--- src/cfg_loader_pkg.sv ---
// Shared constants and types for the serial configuration loader
package cfg_loader_pkg;

  ////////////////////////////////////////////////////////////////////////////////
  // Timing, times in ns at a 200 MHz core clock, except WAIT_MIN_REF in reference clock periods
  localparam int CLK_NS       = 5;
  localparam int REF_CLK_NS   = 100;
  localparam int WAIT_MIN_REF = 6;
  localparam int WAIT_NS      = 650;
  localparam int HALF_NS      = 800;
  // Least times round up to whole cycles
  localparam int WAIT_CYC     = (WAIT_NS + CLK_NS - 1) / CLK_NS;
  localparam int WAIT_MIN_CYC = (WAIT_MIN_REF * REF_CLK_NS + CLK_NS - 1) / CLK_NS;
  localparam int HALF_CYC     = (HALF_NS + CLK_NS - 1) / CLK_NS;
  localparam logic [7:0] WAIT_LAST = 8'(WAIT_CYC - 1);
  localparam logic [7:0] HALF_LAST = 8'(HALF_CYC - 1);

  ////////////////////////////////////////////////////////////////////////////////
  // Serial frame layout
  localparam int BYTE_BITS = 8;
  localparam int NUM_BYTES = 8;
  localparam int DATA_BITS = BYTE_BITS * NUM_BYTES;
  localparam int CMD_BITS  = 10;
  localparam logic [2:0] READ_OP = 3'h6;
  localparam logic [6:0] ADDR_START_MARKER = 7'h00;
  localparam logic [CMD_BITS-1:0] READ_CMD = {READ_OP, ADDR_START_MARKER};

  // Byte addresses inside the image
  localparam int ADDR_START = 0;
  localparam int ADDR_LINK  = 1;
  localparam int ADDR_PIXEL = 2;
  localparam int ADDR_FAULT = 3;
  localparam int ADDR_PLL   = 4;
  localparam int ADDR_RSVD5 = 5;
  localparam int ADDR_RSVD6 = 6;
  localparam int ADDR_END   = 7;

  localparam logic [7:0] CONFIG_START_MARKER = 8'hbd;
  localparam logic [7:0] CONFIG_END_MARKER   = 8'h99;

  // Field positions
  localparam int WAKE1_BIT   = 1;
  localparam int BW_MODE_BIT = 6;
  localparam int UP_CLK_LSB  = 6;
  localparam int WAKE2_BIT   = 1;
  localparam int WAKE3_BIT   = 2;
  localparam int FAULT_LSB   = 4;

  // Default bytes 1 to 6
  localparam logic [7:0] DEF_LINK  = 8'hc9;
  localparam logic [7:0] DEF_PIXEL = 8'h7c;
  localparam logic [7:0] DEF_FAULT = 8'h08;
  localparam logic [7:0] DEF_PLL   = 8'h0c;
  localparam logic [7:0] DEF_RSVD5 = 8'h01;
  localparam logic [7:0] DEF_RSVD6 = 8'h00;

  // Fault source select codes
  localparam logic [3:0] FSEL_NO_VIDEO = 4'h0;
  localparam logic [3:0] FSEL_PIX_LOCK = 4'h1;
  localparam logic [3:0] FSEL_LINK_UP  = 4'h2;
  localparam logic [3:0] FSEL_SECOND_VIDEO_CONTROL    = 4'h3;
  localparam logic [3:0] FSEL_BUFFER   = 4'h7;

  ////////////////////////////////////////////////////////////////////////////////
  // Types
  typedef enum logic [1:0] {ST_WAIT, ST_CMD, ST_READ, ST_DONE} load_state_t;

  typedef enum logic [2:0] {RATE_OFF, RATE_62M5, RATE_41M67, RATE_31M25, RATE_20M83} up_rate_t;

  typedef struct packed {
    logic [7:0] rsvd6;
    logic [7:0] rsvd5;
    logic [7:0] pll;
    logic [7:0] fault;
    logic [7:0] pixel;
    logic [7:0] link;
  } config_image_t;

  localparam config_image_t CFG_DEFAULT =
    '{DEF_RSVD6, DEF_RSVD5, DEF_PLL, DEF_FAULT, DEF_PIXEL, DEF_LINK};

  typedef struct packed {
    logic no_video;
    logic pixel_lock;
    logic link_up;
    logic second_video_control_sync;
    logic buf_full;
    logic buf_empty;
    logic video_timing_ok;
  } link_status_t;

  typedef struct packed {
    logic       pix_clk;
    logic [1:0] sb_bits;
    logic       sb_clk;
  } pixel_side_t;

  typedef struct packed {
    load_state_t          st;
    logic [7:0]           cnt;
    logic                 high;
    logic [6:0]           bits;
    logic [DATA_BITS-1:0] shift;
    logic                 clk_o;
    logic                 d_o;
    logic                 d_oe;
    config_image_t        cfg;
    logic                 done;
    logic                 valid;
    logic                 fault;
    up_rate_t             rate;
    logic                 wake;
    pixel_side_t          side;
  } loader_state_t;

endpackage

--- src/sync_two_stage.sv ---
// Two flip-flop synchroniser for pins from outside the clock domain
`timescale 1ns/100ps
module sync_two_stage #(
  parameter int W = 8
) (
  input  wire logic         clk,
  input  wire logic         resetn,
  input  wire logic [W-1:0] d,
  output logic      [W-1:0] q
);

  // One stage pair per bit; first stage feeds only the second
  for (genvar i = 0; i < W; i++) begin : g_bit
    logic meta_reg;
    always_ff @(posedge clk or negedge resetn) begin
      if (!resetn) begin
        meta_reg <= 1'b0;
        q[i]     <= 1'b0;
      end else begin
        meta_reg <= d[i];
        q[i]     <= meta_reg;
      end
    end
  end

endmodule

--- src/serial_config_loader_reset.sv ---
// Serial configuration loader with reset-state control of the pixel side outputs
`timescale 1ns/100ps
module serial_config_loader_reset
  import cfg_loader_pkg::*;
(
  input  wire logic          clk,
  input  wire logic          resetn,
  // Serial memory interface, device is master
  output logic               cfg_clk_out,
  input  wire logic          cfg_data_in,
  output logic               cfg_data_out,
  output logic               cfg_data_oe,
  // Link status pins from the receive datapath
  input  wire link_status_t  status_in,
  // Pixel side requests from the datapath, same clock
  input  wire pixel_side_t   side_in,
  input  wire logic [23:0]   pixel_word_in,
  input  wire logic [2:0]    pixel_control_in,
  // Pixel side pins
  output logic               pixel_clk_out,
  output logic [23:0]        pixel_word_out,
  output logic [2:0]         pixel_control_out,
  output logic [1:0]         sideband_down_bits,
  output logic               sideband_down_clock,
  // Applied configuration and results
  output config_image_t      active_cfg,
  output up_rate_t           upstream_rate,
  output logic               fault_out,
  output logic               wake_enable,
  output logic               cfg_done,
  output logic               cfg_valid
);

  ////////////////////////////////////////////////////////////////////////////////
  // Pin synchronisers

  logic [7:0]   sy_bus;
  link_status_t sy_stat;
  logic         sy_data;

  sync_two_stage #(.W(8)) u_sync (
    .clk    (clk),
    .resetn (resetn),
    .d      ({status_in, cfg_data_in}),
    .q      (sy_bus)
  );

  // Split synchronised bus into status and serial data
  assign sy_stat = link_status_t'(sy_bus[7:1]);
  assign sy_data = sy_bus[0];

  ////////////////////////////////////////////////////////////////////////////////
  // State

  localparam loader_state_t RESET_STATE = '{
    st:    ST_WAIT,
    cnt:   8'h00,
    high:  1'b0,
    bits:  7'h00,
    shift: '0,
    clk_o: 1'b0,
    d_o:   1'b0,
    d_oe:  1'b0,
    cfg:   CFG_DEFAULT,
    done:  1'b0,
    valid: 1'b0,
    fault: 1'b0,
    rate:  RATE_OFF,
    wake:  1'b0,
    side:  '0
  };

  loader_state_t cur_reg;
  loader_state_t cur_next;

  // Byte at a given address of the received stream, first byte in the top bits
  function automatic logic [7:0] image_byte(input logic [DATA_BITS-1:0] s, input int a);
    image_byte = s[(DATA_BITS - 1 - BYTE_BITS * a) -: BYTE_BITS];
  endfunction

  // Upstream line rate from bandwidth mode and two-bit field
  function automatic up_rate_t pick_rate(input logic half_bw, input logic [1:0] fld);
    up_rate_t r;
    r = RATE_OFF;
    if (!half_bw) begin
      case (fld)
        2'h1:    r = RATE_62M5;
        2'h2:    r = RATE_41M67;
        2'h3:    r = RATE_31M25;
        default: r = RATE_OFF;
      endcase
    end else begin
      case (fld)
        2'h0:    r = RATE_62M5;
        2'h1:    r = RATE_31M25;
        2'h2:    r = RATE_20M83;
        default: r = RATE_OFF;
      endcase
    end
    return r;
  endfunction

  // Error pin source, reserved codes hold the pin low
  function automatic logic pick_fault(input logic [3:0] sel, input link_status_t s);
    logic f;
    f = 1'b0;
    case (sel)
      FSEL_NO_VIDEO: f = s.no_video;
      FSEL_PIX_LOCK: f = ~s.pixel_lock;
      FSEL_LINK_UP:  f = s.link_up;
      FSEL_SECOND_VIDEO_CONTROL:    f = s.second_video_control_sync;
      FSEL_BUFFER:   f = s.buf_full | s.buf_empty;
      default:       f = 1'b0;
    endcase
    return f;
  endfunction

  ////////////////////////////////////////////////////////////////////////////////
  // Next-state logic

  logic                 tick;
  logic                 markers_ok;
  config_image_t        loaded;
  logic [3:0]           cmd_idx;

  always_comb begin
    cur_next = cur_reg;
    // One wait count after reset, then half periods of the serial clock
    tick = (cur_reg.cnt == ((cur_reg.st == ST_WAIT) ? WAIT_LAST : HALF_LAST));
    markers_ok = (image_byte(cur_reg.shift, ADDR_START) == CONFIG_START_MARKER) &&
                 (image_byte(cur_reg.shift, ADDR_END) == CONFIG_END_MARKER);
    loaded = '{image_byte(cur_reg.shift, ADDR_RSVD6), image_byte(cur_reg.shift, ADDR_RSVD5),
               image_byte(cur_reg.shift, ADDR_PLL), image_byte(cur_reg.shift, ADDR_FAULT),
               image_byte(cur_reg.shift, ADDR_PIXEL), image_byte(cur_reg.shift, ADDR_LINK)};
    cmd_idx = 4'(CMD_BITS - 2) - cur_reg.bits[3:0];
    if (!tick) begin
      cur_next.cnt = cur_reg.cnt + 8'h01;
    end else if (cur_reg.st != ST_DONE) begin
      cur_next.cnt = 8'h00;
    end
    case (cur_reg.st)
      ST_WAIT: begin
        // Clock stays low until the wait has run out
        if (tick) begin
          cur_next.st   = ST_CMD;
          cur_next.bits = 7'h00;
          cur_next.high = 1'b0;
          cur_next.d_oe = 1'b1;
          cur_next.d_o  = READ_CMD[CMD_BITS-1];
        end
      end
      ST_CMD, ST_READ: begin
        if (tick && !cur_reg.high) begin
          // Rising edge: memory takes command bit, we take data bit
          cur_next.high  = 1'b1;
          cur_next.clk_o = 1'b1;
          if (cur_reg.st == ST_READ) begin
            cur_next.shift = {cur_reg.shift[DATA_BITS-2:0], sy_data};
          end
        end else if (tick) begin
          // Falling edge: advance to the next bit
          cur_next.high  = 1'b0;
          cur_next.clk_o = 1'b0;
          cur_next.bits  = cur_reg.bits + 7'h01;
          if (cur_reg.st == ST_CMD && cur_reg.bits == 7'(CMD_BITS - 1)) begin
            // Release the line; one continuous stream follows
            cur_next.st   = ST_READ;
            cur_next.bits = 7'h00;
            cur_next.d_oe = 1'b0;
            cur_next.d_o  = 1'b0;
          end else if (cur_reg.st == ST_CMD) begin
            cur_next.d_o = READ_CMD[cmd_idx];
          end else if (cur_reg.bits == 7'(DATA_BITS - 1)) begin
            // All eight bytes in: check markers, then apply or keep defaults
            cur_next.st    = ST_DONE;
            cur_next.done  = 1'b1;
            cur_next.valid = markers_ok;
            cur_next.cfg   = markers_ok ? loaded : CFG_DEFAULT;
          end
        end
      end
      ST_DONE: begin
        // Serial port idle for good; no further commands are issued
        cur_next.clk_o = 1'b0;
        cur_next.d_oe  = 1'b0;
      end
      default: begin
        cur_next = RESET_STATE;
      end
    endcase
    // Results derived from the applied image
    cur_next.rate  = pick_rate(cur_reg.cfg.link[BW_MODE_BIT],
                               cur_reg.cfg.pixel[UP_CLK_LSB +: 2]);
    cur_next.fault = pick_fault(cur_reg.cfg.fault[FAULT_LSB +: 4], sy_stat);
    // Wake-up only trusted with full video timing present
    cur_next.wake  = (cur_reg.cfg.link[WAKE1_BIT] | cur_reg.cfg.fault[WAKE2_BIT] |
                      cur_reg.cfg.fault[WAKE3_BIT]) & sy_stat.video_timing_ok;
    cur_next.side  = side_in;
  end

  // State register; reset restores defaults and forces pins low
  always_ff @(posedge clk or negedge resetn) begin
    if (!resetn) begin
      cur_reg <= RESET_STATE;
    end else begin
      cur_reg <= cur_next;
    end
  end

  ////////////////////////////////////////////////////////////////////////////////
  // Pixel word: no reset, so it keeps its last value through reset

  logic [23:0] word_reg;
  logic [2:0]  ctl_reg;

  // Loaded only while the pixel clock is requested and reset is high
  // Reset gates the load instead of clearing, so the word from before reset stays on the pins
  always_ff @(posedge clk) begin
    if (resetn && side_in.pix_clk) begin
      word_reg <= pixel_word_in;
      ctl_reg  <= pixel_control_in;
    end
  end

  ////////////////////////////////////////////////////////////////////////////////
  // Outputs

  assign cfg_clk_out         = cur_reg.clk_o;
  assign cfg_data_out        = cur_reg.d_o;
  assign cfg_data_oe         = cur_reg.d_oe;
  assign pixel_clk_out       = cur_reg.side.pix_clk;
  assign sideband_down_bits  = cur_reg.side.sb_bits;
  assign sideband_down_clock = cur_reg.side.sb_clk;
  assign pixel_word_out      = word_reg;
  assign pixel_control_out   = ctl_reg;
  assign active_cfg          = cur_reg.cfg;
  assign upstream_rate       = cur_reg.rate;
  assign fault_out           = cur_reg.fault;
  assign wake_enable         = cur_reg.wake;
  assign cfg_done            = cur_reg.done;
  assign cfg_valid           = cur_reg.valid;
endmodule

--- config.mk ---
export PLATFORM = sky130hd
export DESIGN_NAME = serial_config_loader_reset
export DESIGN_NICKNAME = d
export VERILOG_FILES = /design/src/cfg_loader_pkg.sv /design/src/sync_two_stage.sv /design/src/serial_config_loader_reset.sv
export SDC_FILE = /design/constraint.sdc
export NUM_CORES = 1
export LEC_CHECK = 0
export ABC_AREA = 0
export BUFFER_PORTS_ARGS = -buffer_cell sky130_fd_sc_hd__buf_2
export CAP_MARGIN = 0
export CORE_UTILIZATION = 51
export DETAILED_ROUTE_END_ITERATION = 10
export HOLD_SLACK_MARGIN = 0.12
export PLACE_DENSITY = 0.83
export SKIP_CTS_REPAIR_TIMING = 1
export SLEW_MARGIN = 20
export SYNTH_ARGS = -nofsm -noshare
export SYNTH_HDL_FRONTEND = slang
export SYNTH_SLANG_ARGS = --single-unit
--- constraint.sdc ---
create_clock -name clk -period 2.45 [get_ports clk]
set_input_delay 0.3675 -clock clk [delete_from_list [all_inputs] [get_ports clk]]
set_output_delay 0.3675 -clock clk [all_outputs]
set_load 0.05 [all_outputs]
==> impl_metrics.csv, run 1 <==
group,metric,value,unit
synth,synth_area_leader_cell,"dfrtp_1",
setup_path,crit_path_top_delay_cell,"or4_4",
synth,syn_avg_cell_area,13.9,um2
cells_and_area,multi_input_area,2580,um2
synth,yosys-top-cells-count,"147 x dfrtp_1, 60 x mux2_4, 58 x buf_4, 47 x inv_1, 46 x nand2_1",
synth,synth_edf_count,27,
synth,synthTopCellsByArea,"dfrtp_1 45%, mux2_4 11%, edfxtp_1 9.9%",
setup_path,crit_path_cell_trace,"inv_1, ha_1, or4_4, nor4_4, buf_4, buf_8, mux2_2",
synth,synth_nets,638,
clock_network,clk_path_buf_depth,2,
placement,dpl-instance-area,8750,um2
sta,holdWs,121,ps
synth,syn_inst,590,
sta,tightest_slew,819,ps
cells_and_area,fin_nets,774,
route,vias,4821,
power,power.density,632,nW/um2
clock_network,clkLatencyLatePin,420,ps
global_route,grt.overflow.total,0,
synth,yosysSeqAreaShare,59.0,%
cells_and_area,largest_reg_flops,82,
global_route,antenna_found_initial,0,
power,p_sw,1360,uW
power,power.share.sequential,52.2,%
power,clockPowerShare,43.0,%
clock_network,numCtsBuffers,17,
setup_path,max_stage_delay,570,ps
setup_path,cp_max_fo,10,
die,die_y,129,um
die,placementRows,45,
route,post_drt_wl_per_cell,16.2,um
cells_and_area,register_area,4830,um2
power,p_comb_share,4.8,%
synth,ys_types,57,
cells_and_area,area_growth_syn_to_layout,19.2,%
setup_path,crit_path_end_kind,"flop",
setup_path,critical_path_class,"reg -> reg",
global_route,grt_max_degree,161,
placement,dpl.hpwl,9.71,mm
synth,yosys_warnings,0,
sta,max_slew_margin,45.4,%
sta,fmaxAchievable,0.418,GHz
sta,rsz0062_at_grt,"yes",
power,swShare,22.0,%
clock_network,clkTransAtPathRegs,70,ps
placement,port_buffers,129,
synth,synth_flop_cell,"dfrtp_1",
synth,synth_area,8190,um2
sta,finalHoldViolCount,0,
setup_path,cp_num_buf_inv,3,
setup_path,critPathArrivalTime,2750,ps
power,intPower,4810,uW
route,firstDrtPassIters,4,
die,die_w,129,um
setup_path,crit_family,"simple AND/OR/NAND/NOR gates",
power,max-vdd-ir-drop,0.000501,V
sta,setup_viol,0,
clock_network,cts.sinks,187,
clock_network,htreeDepth,4,
synth,synthArstFlopShare,85.6,%
global_route,grt_pass1_wl,23.7,mm
die,initial_core_util,53.1,%
setup_path,crit_required,2800,ps
clock_network,root_buffer,"clkbuf_16",
job,max_cap_viol_count,0,
cells_and_area,final_area,9760,um2
die,boundaryPins,130,
clock_network,cts_tree,"done",
hold_path,hold_path.class,"in -> async",
route,first_iter_violations,300,
synth,synth_top_area_share,44.9,%
cells_and_area,nFillCells,1148,
die,core-area,15400,um2
route,antenna_left,0,
cells_and_area,drive_gt1_share,38.7,%
sta,finClkSkew,10.1,ps
cells_and_area,antennaDiodeCount,0,
route,routed_wl,15.4,mm
sta,fin_crit,2390,ps
global_route,grt_pass1_vias,4846,
route,route.detailed.drc,0,
setup_path,worstSetupStartpointType,"flop",
global_route,grt_use_total,18.7,%
cells_and_area,fin_util,63.3,%
sta,fin_crit_sh,97.7,%
synth,post-synth-top-count-cell,"dfrtp_1",
route,vias_per_cell,5.07,
sta,drv_slew,0,
power,p_leak,0.00449,uW
placement,globalplace.congestion,0.762,
status,outcome,"complete, no violations",
synth,ys_ff_latch,187,
die,dieArea,16600,um2
cell type report:
| class | instances | area share, % |
|---|---|---|
| Clock buffer | 23 | 5.00 |
| Clock inverter | 9 | 0.897 |
| Inverter | 47 | 1.81 |
| Multi-Input combinational cell | 280 | 26.5 |
| Sequential cell | 187 | 49.5 |
| Tap cell | 211 | 2.71 |
| Timing Repair Buffer | 193 | 13.6 |
stage by stage:
stage               setup slack, ps  power, uW  cells  TNS [ps]
finish                         57.5       6160    950         0
global route                  -21.6       6350    950      -137
CTS                            54.0       6180    909         0
detailed placement             72.4       3530    877         0
global placement                152       3520    877         0
floorplan                       192       3410    590         0
metal layers:
layer | track usage (%) | share of wire, % | up-vias
met3 | 4.49 | 4.6 | 16
met2 | 31.5 | 51 | 118
met4 | 7.68 | 1.6 | 0
met5 | 0 | 0 | -
li1 | - | - | 2236
met1 | 23.1 | 43 | 2451
power by group through the flow:
stage	combinational, uW	clock, uW	sequential [uW]
detailed placement	257	0	3270
global route	320	2810	3220
finish	298	2650	3220
floorplan	17.8	0	3390
CTS	258	2700	3210
global placement	252	0	3270
cell families (layout without fill, tap and decap cells):
family / after synthesis / after routing / synth area share, %
AO/OA/AOI/OAI: 44 / 44 / 3.77
buffers and inverters: 123 / 272 / 9.76
multiplexers: 117 / 117 / 18.4
adder cells (fa/ha/maj): 7 / 7 / 1.07
flip-flops: 187 / 187 / 59.0
AND/OR/NAND/NOR: 107 / 107 / 7.44
XOR/XNOR: 5 / 5 / 0.535
path summary, 6_finish.rpt:
check | end | slack (ps) | startpoint | cells past startpoint
worst max-delay path | active_cfg[12]$_DFFE_PN1P_ | 60 | cur_reg[143]$_DFFE_PN0P_ | 7
worst min-delay path | active_cfg[9]$_DFFE_PN0P_ | 120 | resetn | 2
worst max register to register | active_cfg[12]$_DFFE_PN1P_ | 60 | cur_reg[143]$_DFFE_PN0P_ | 7
worst min register to register | u_sync.q[6]$_DFF_PN0_ | 350 | u_sync.g_bit[6].meta_reg$_DFF_PN0_ | 0
max in group asynchronous | cur_reg[127]$_DFFE_PN0P_ | 1710 | resetn | 2
min in group clk | pixel_word_out[10]$_DFFE_PP_ | 130 | pixel_word_in[10] | 1
placed cells by master (no fill, tap or decap), drive strengths merged, types with 3 or more instances in the layout:
cell         count
nand4            3
clkinv           3
edfxtp          27
a21oi            4
xor2             4
or2              3
nand3            9
ha               7
mux2i           37
nor3b            3
dfrtp          147
o31ai            4
mux2            79
nor4             3
dfstp           13
or3              3
and3             3
a211oi           6
dlygate4sd3     35
nand2b          18
clkbuf          24
nand2           46
inv             50
o21ai           10
buf            157
o22ai            5
nor2             4
(Power assumes the default switching activity.)
==> inputs of run 2 (changes only) <==
CORE_UTILIZATION = 55   (was 51)
PLACE_DENSITY = 0.85   (was 0.83)
SKIP_CTS_REPAIR_TIMING = not set   (was 1)
clock period = 2.5 ns   (was 2.45 ns; I/O delays follow)
==> run 2 against run 1 <==
Effect of this change: global-route usage up 2.7 points; maximum frequency down 2.0%; cell count decreased by 2.7%; clock power hardly changed; count of clock-buffer cells in the layout down 5; highest routed layer unchanged.
==> impl_metrics.csv, run 2 (synthesized netlist as in run 1, its figures left out) <==
group,metric,value,unit
status,outcome,"complete, no violations",
route,post_drt_wl_per_cell,17.2,um
route,firstDrtPassIters,4,
die,dieArea,15400,um2
power,p_leak,0.00448,uW
job,max_cap_viol_count,0,
hold_path,hold_path.class,"in -> async",
global_route,grt_pass1_wl,24.7,mm
route,first_iter_violations,267,
cells_and_area,final_cell_mix,"146 x dfrtp_1, 128 x buf_2, 60 x mux2_4",
cells_and_area,multi_input_area,2570,um2
sta,tns,0,ps
cells_and_area,final_cells,924,
clock_network,cts_tree,"done",
cells_and_area,largest_reg_flops,82,
placement,globalplace.congestion,0.835,
cells_and_area,fin_nets,775,
sta,max_slew_margin,43.7,%
sta,finClkSkew,6.82,ps
cells_and_area,register_area,4830,um2
die,boundaryPins,130,
route,routed_wl,15.9,mm
global_route,grt_use_total,21.3,%
sta,drv_slew,0,
clock_network,root_buffer,"clkbuf_16",
clock_network,clkLatencyLatePin,420,ps
route,vias,4794,
sta,finalHoldViolCount,0,
cells_and_area,antennaDiodeCount,0,
sta,finalWorstSetupSlack,58.9,ps
global_route,grt.overflow.total,0,
setup_path,crit_path_end_kind,"flop",
global_route,grt_pass1_vias,4997,
clock_network,clk_path_buf_depth,2,
sta,fin_crit,2440,ps
placement,post-place-ws,115,ps
sta,tightest_slew,844,ps
die,placementRows,44,
sta,setup_viol,0,
cells_and_area,drive_gt1_share,38.4,%
sta,holdWs,77.1,ps
cells_and_area,area_growth_syn_to_layout,18.5,%
clock_network,numCtsBuffers,17,
global_route,antenna_found_initial,0,
power,power.density,626,nW/um2
die,die_w,124,um
clock_network,clkTransAtPathRegs,70,ps
placement,place_inst,850,
placement,port_buffers,129,
placement,dpl.hpwl,9.77,mm
power,max-vdd-ir-drop,0.000550,V
setup_path,worstSetupStartpointType,"flop",
die,core-area,14500,um2
cells_and_area,fin_util,66.7,%
route,vias_per_cell,5.19,
setup_path,critical_path_class,"reg -> reg",
setup_path,crit_required,2840,ps
cells_and_area,layout_commonest_cell,"dfrtp_1",
setup_path,critPathArrivalTime,2780,ps
clock_network,cts.sinks,187,
route,antenna_left,0,
sta,fmaxAchievable,0.410,GHz
clock_network,htreeDepth,4,
setup_path,cp_max_fo,16,
die,die_y,124,um
cells_and_area,nFillCells,1007,
global_route,grt_max_degree,161,
die,initial_core_util,56.3,%
route,route.detailed.drc,0,
sta,fin_crit_sh,97.6,%
[run 2: timing repair]
action,4_1_cts,5_1_grt
endpoints found under the hold margin,36,2
hold buffers,36,2
setup endpoints to repair,0,7
resized for setup,0,3
buffers inserted,0,3
[run 2: power breakdown]
group          internal, uW  leakage [uW]  switching, uW
registers              3140       0.00238           12.2
clock network          1480      0.000280           1150
logic                  89.7       0.00182            205
total                  4710       0.00448           1370
[run 2: layout make-up]
cell class | instances | share of cell area, %
tap | 184 | 2.37
clock inverter | 14 | 1.50
timing repair buffer | 194 | 13.6
clock buffer | 18 | 4.42
multi-input combinational | 280 | 26.5
sequential | 187 | 49.8
inverter | 47 | 1.82
[run 2: critical path, stage by stage, from the launching register on]
cell and delay (ps):
dfrtp_1 400, inv_1 90, ha_1 220, or4_4 580, nor4_4 330, buf_4 180
buf_12 150, buf_4 180, mux2i_1 220
[run 2: layer usage]
metal	wire length, um	part of all wire [%]	track usage (%)
met1	6780	43	25.8
met2	8290	52	37.2
met3	594	3.7	4.99
met4	196	1.2	7.51
met5	0	0	0
[run 2: metrics by stage]
step	power, uW	area (um2)
2_1_floorplan	3340	8190
3_3_place_gp	3450	8690
3_5_place_dp	3460	8690
4_1_cts	6110	9630
5_1_grt	6260	9700
6_report	6070	9700
[run 2: path summary, 6_finish.rpt]
| path | from | to | slack (ps) | cells after the start |
|---|---|---|---|---|
| worst max-delay path | cur_reg[143]$_DFFE_PN0P_ | active_cfg[36]$_DFFE_PN0P_ | 60 | 8 |
| worst min-delay path | resetn | active_cfg[1]$_DFFE_PN0P_ | 80 | 2 |
| worst max register to register | cur_reg[143]$_DFFE_PN0P_ | active_cfg[36]$_DFFE_PN0P_ | 60 | 8 |
| worst min register to register | u_sync.g_bit[0].meta_reg$_DFF_PN0_ | u_sync.q[0]$_DFF_PN0_ | 350 | 0 |
| max in group asynchronous | resetn | cur_reg[126]$_DFFE_PN0P_ | 1740 | 2 |
| min in group clk | pixel_word_in[21] | pixel_word_out[21]$_DFFE_PP_ | 140 | 1 |
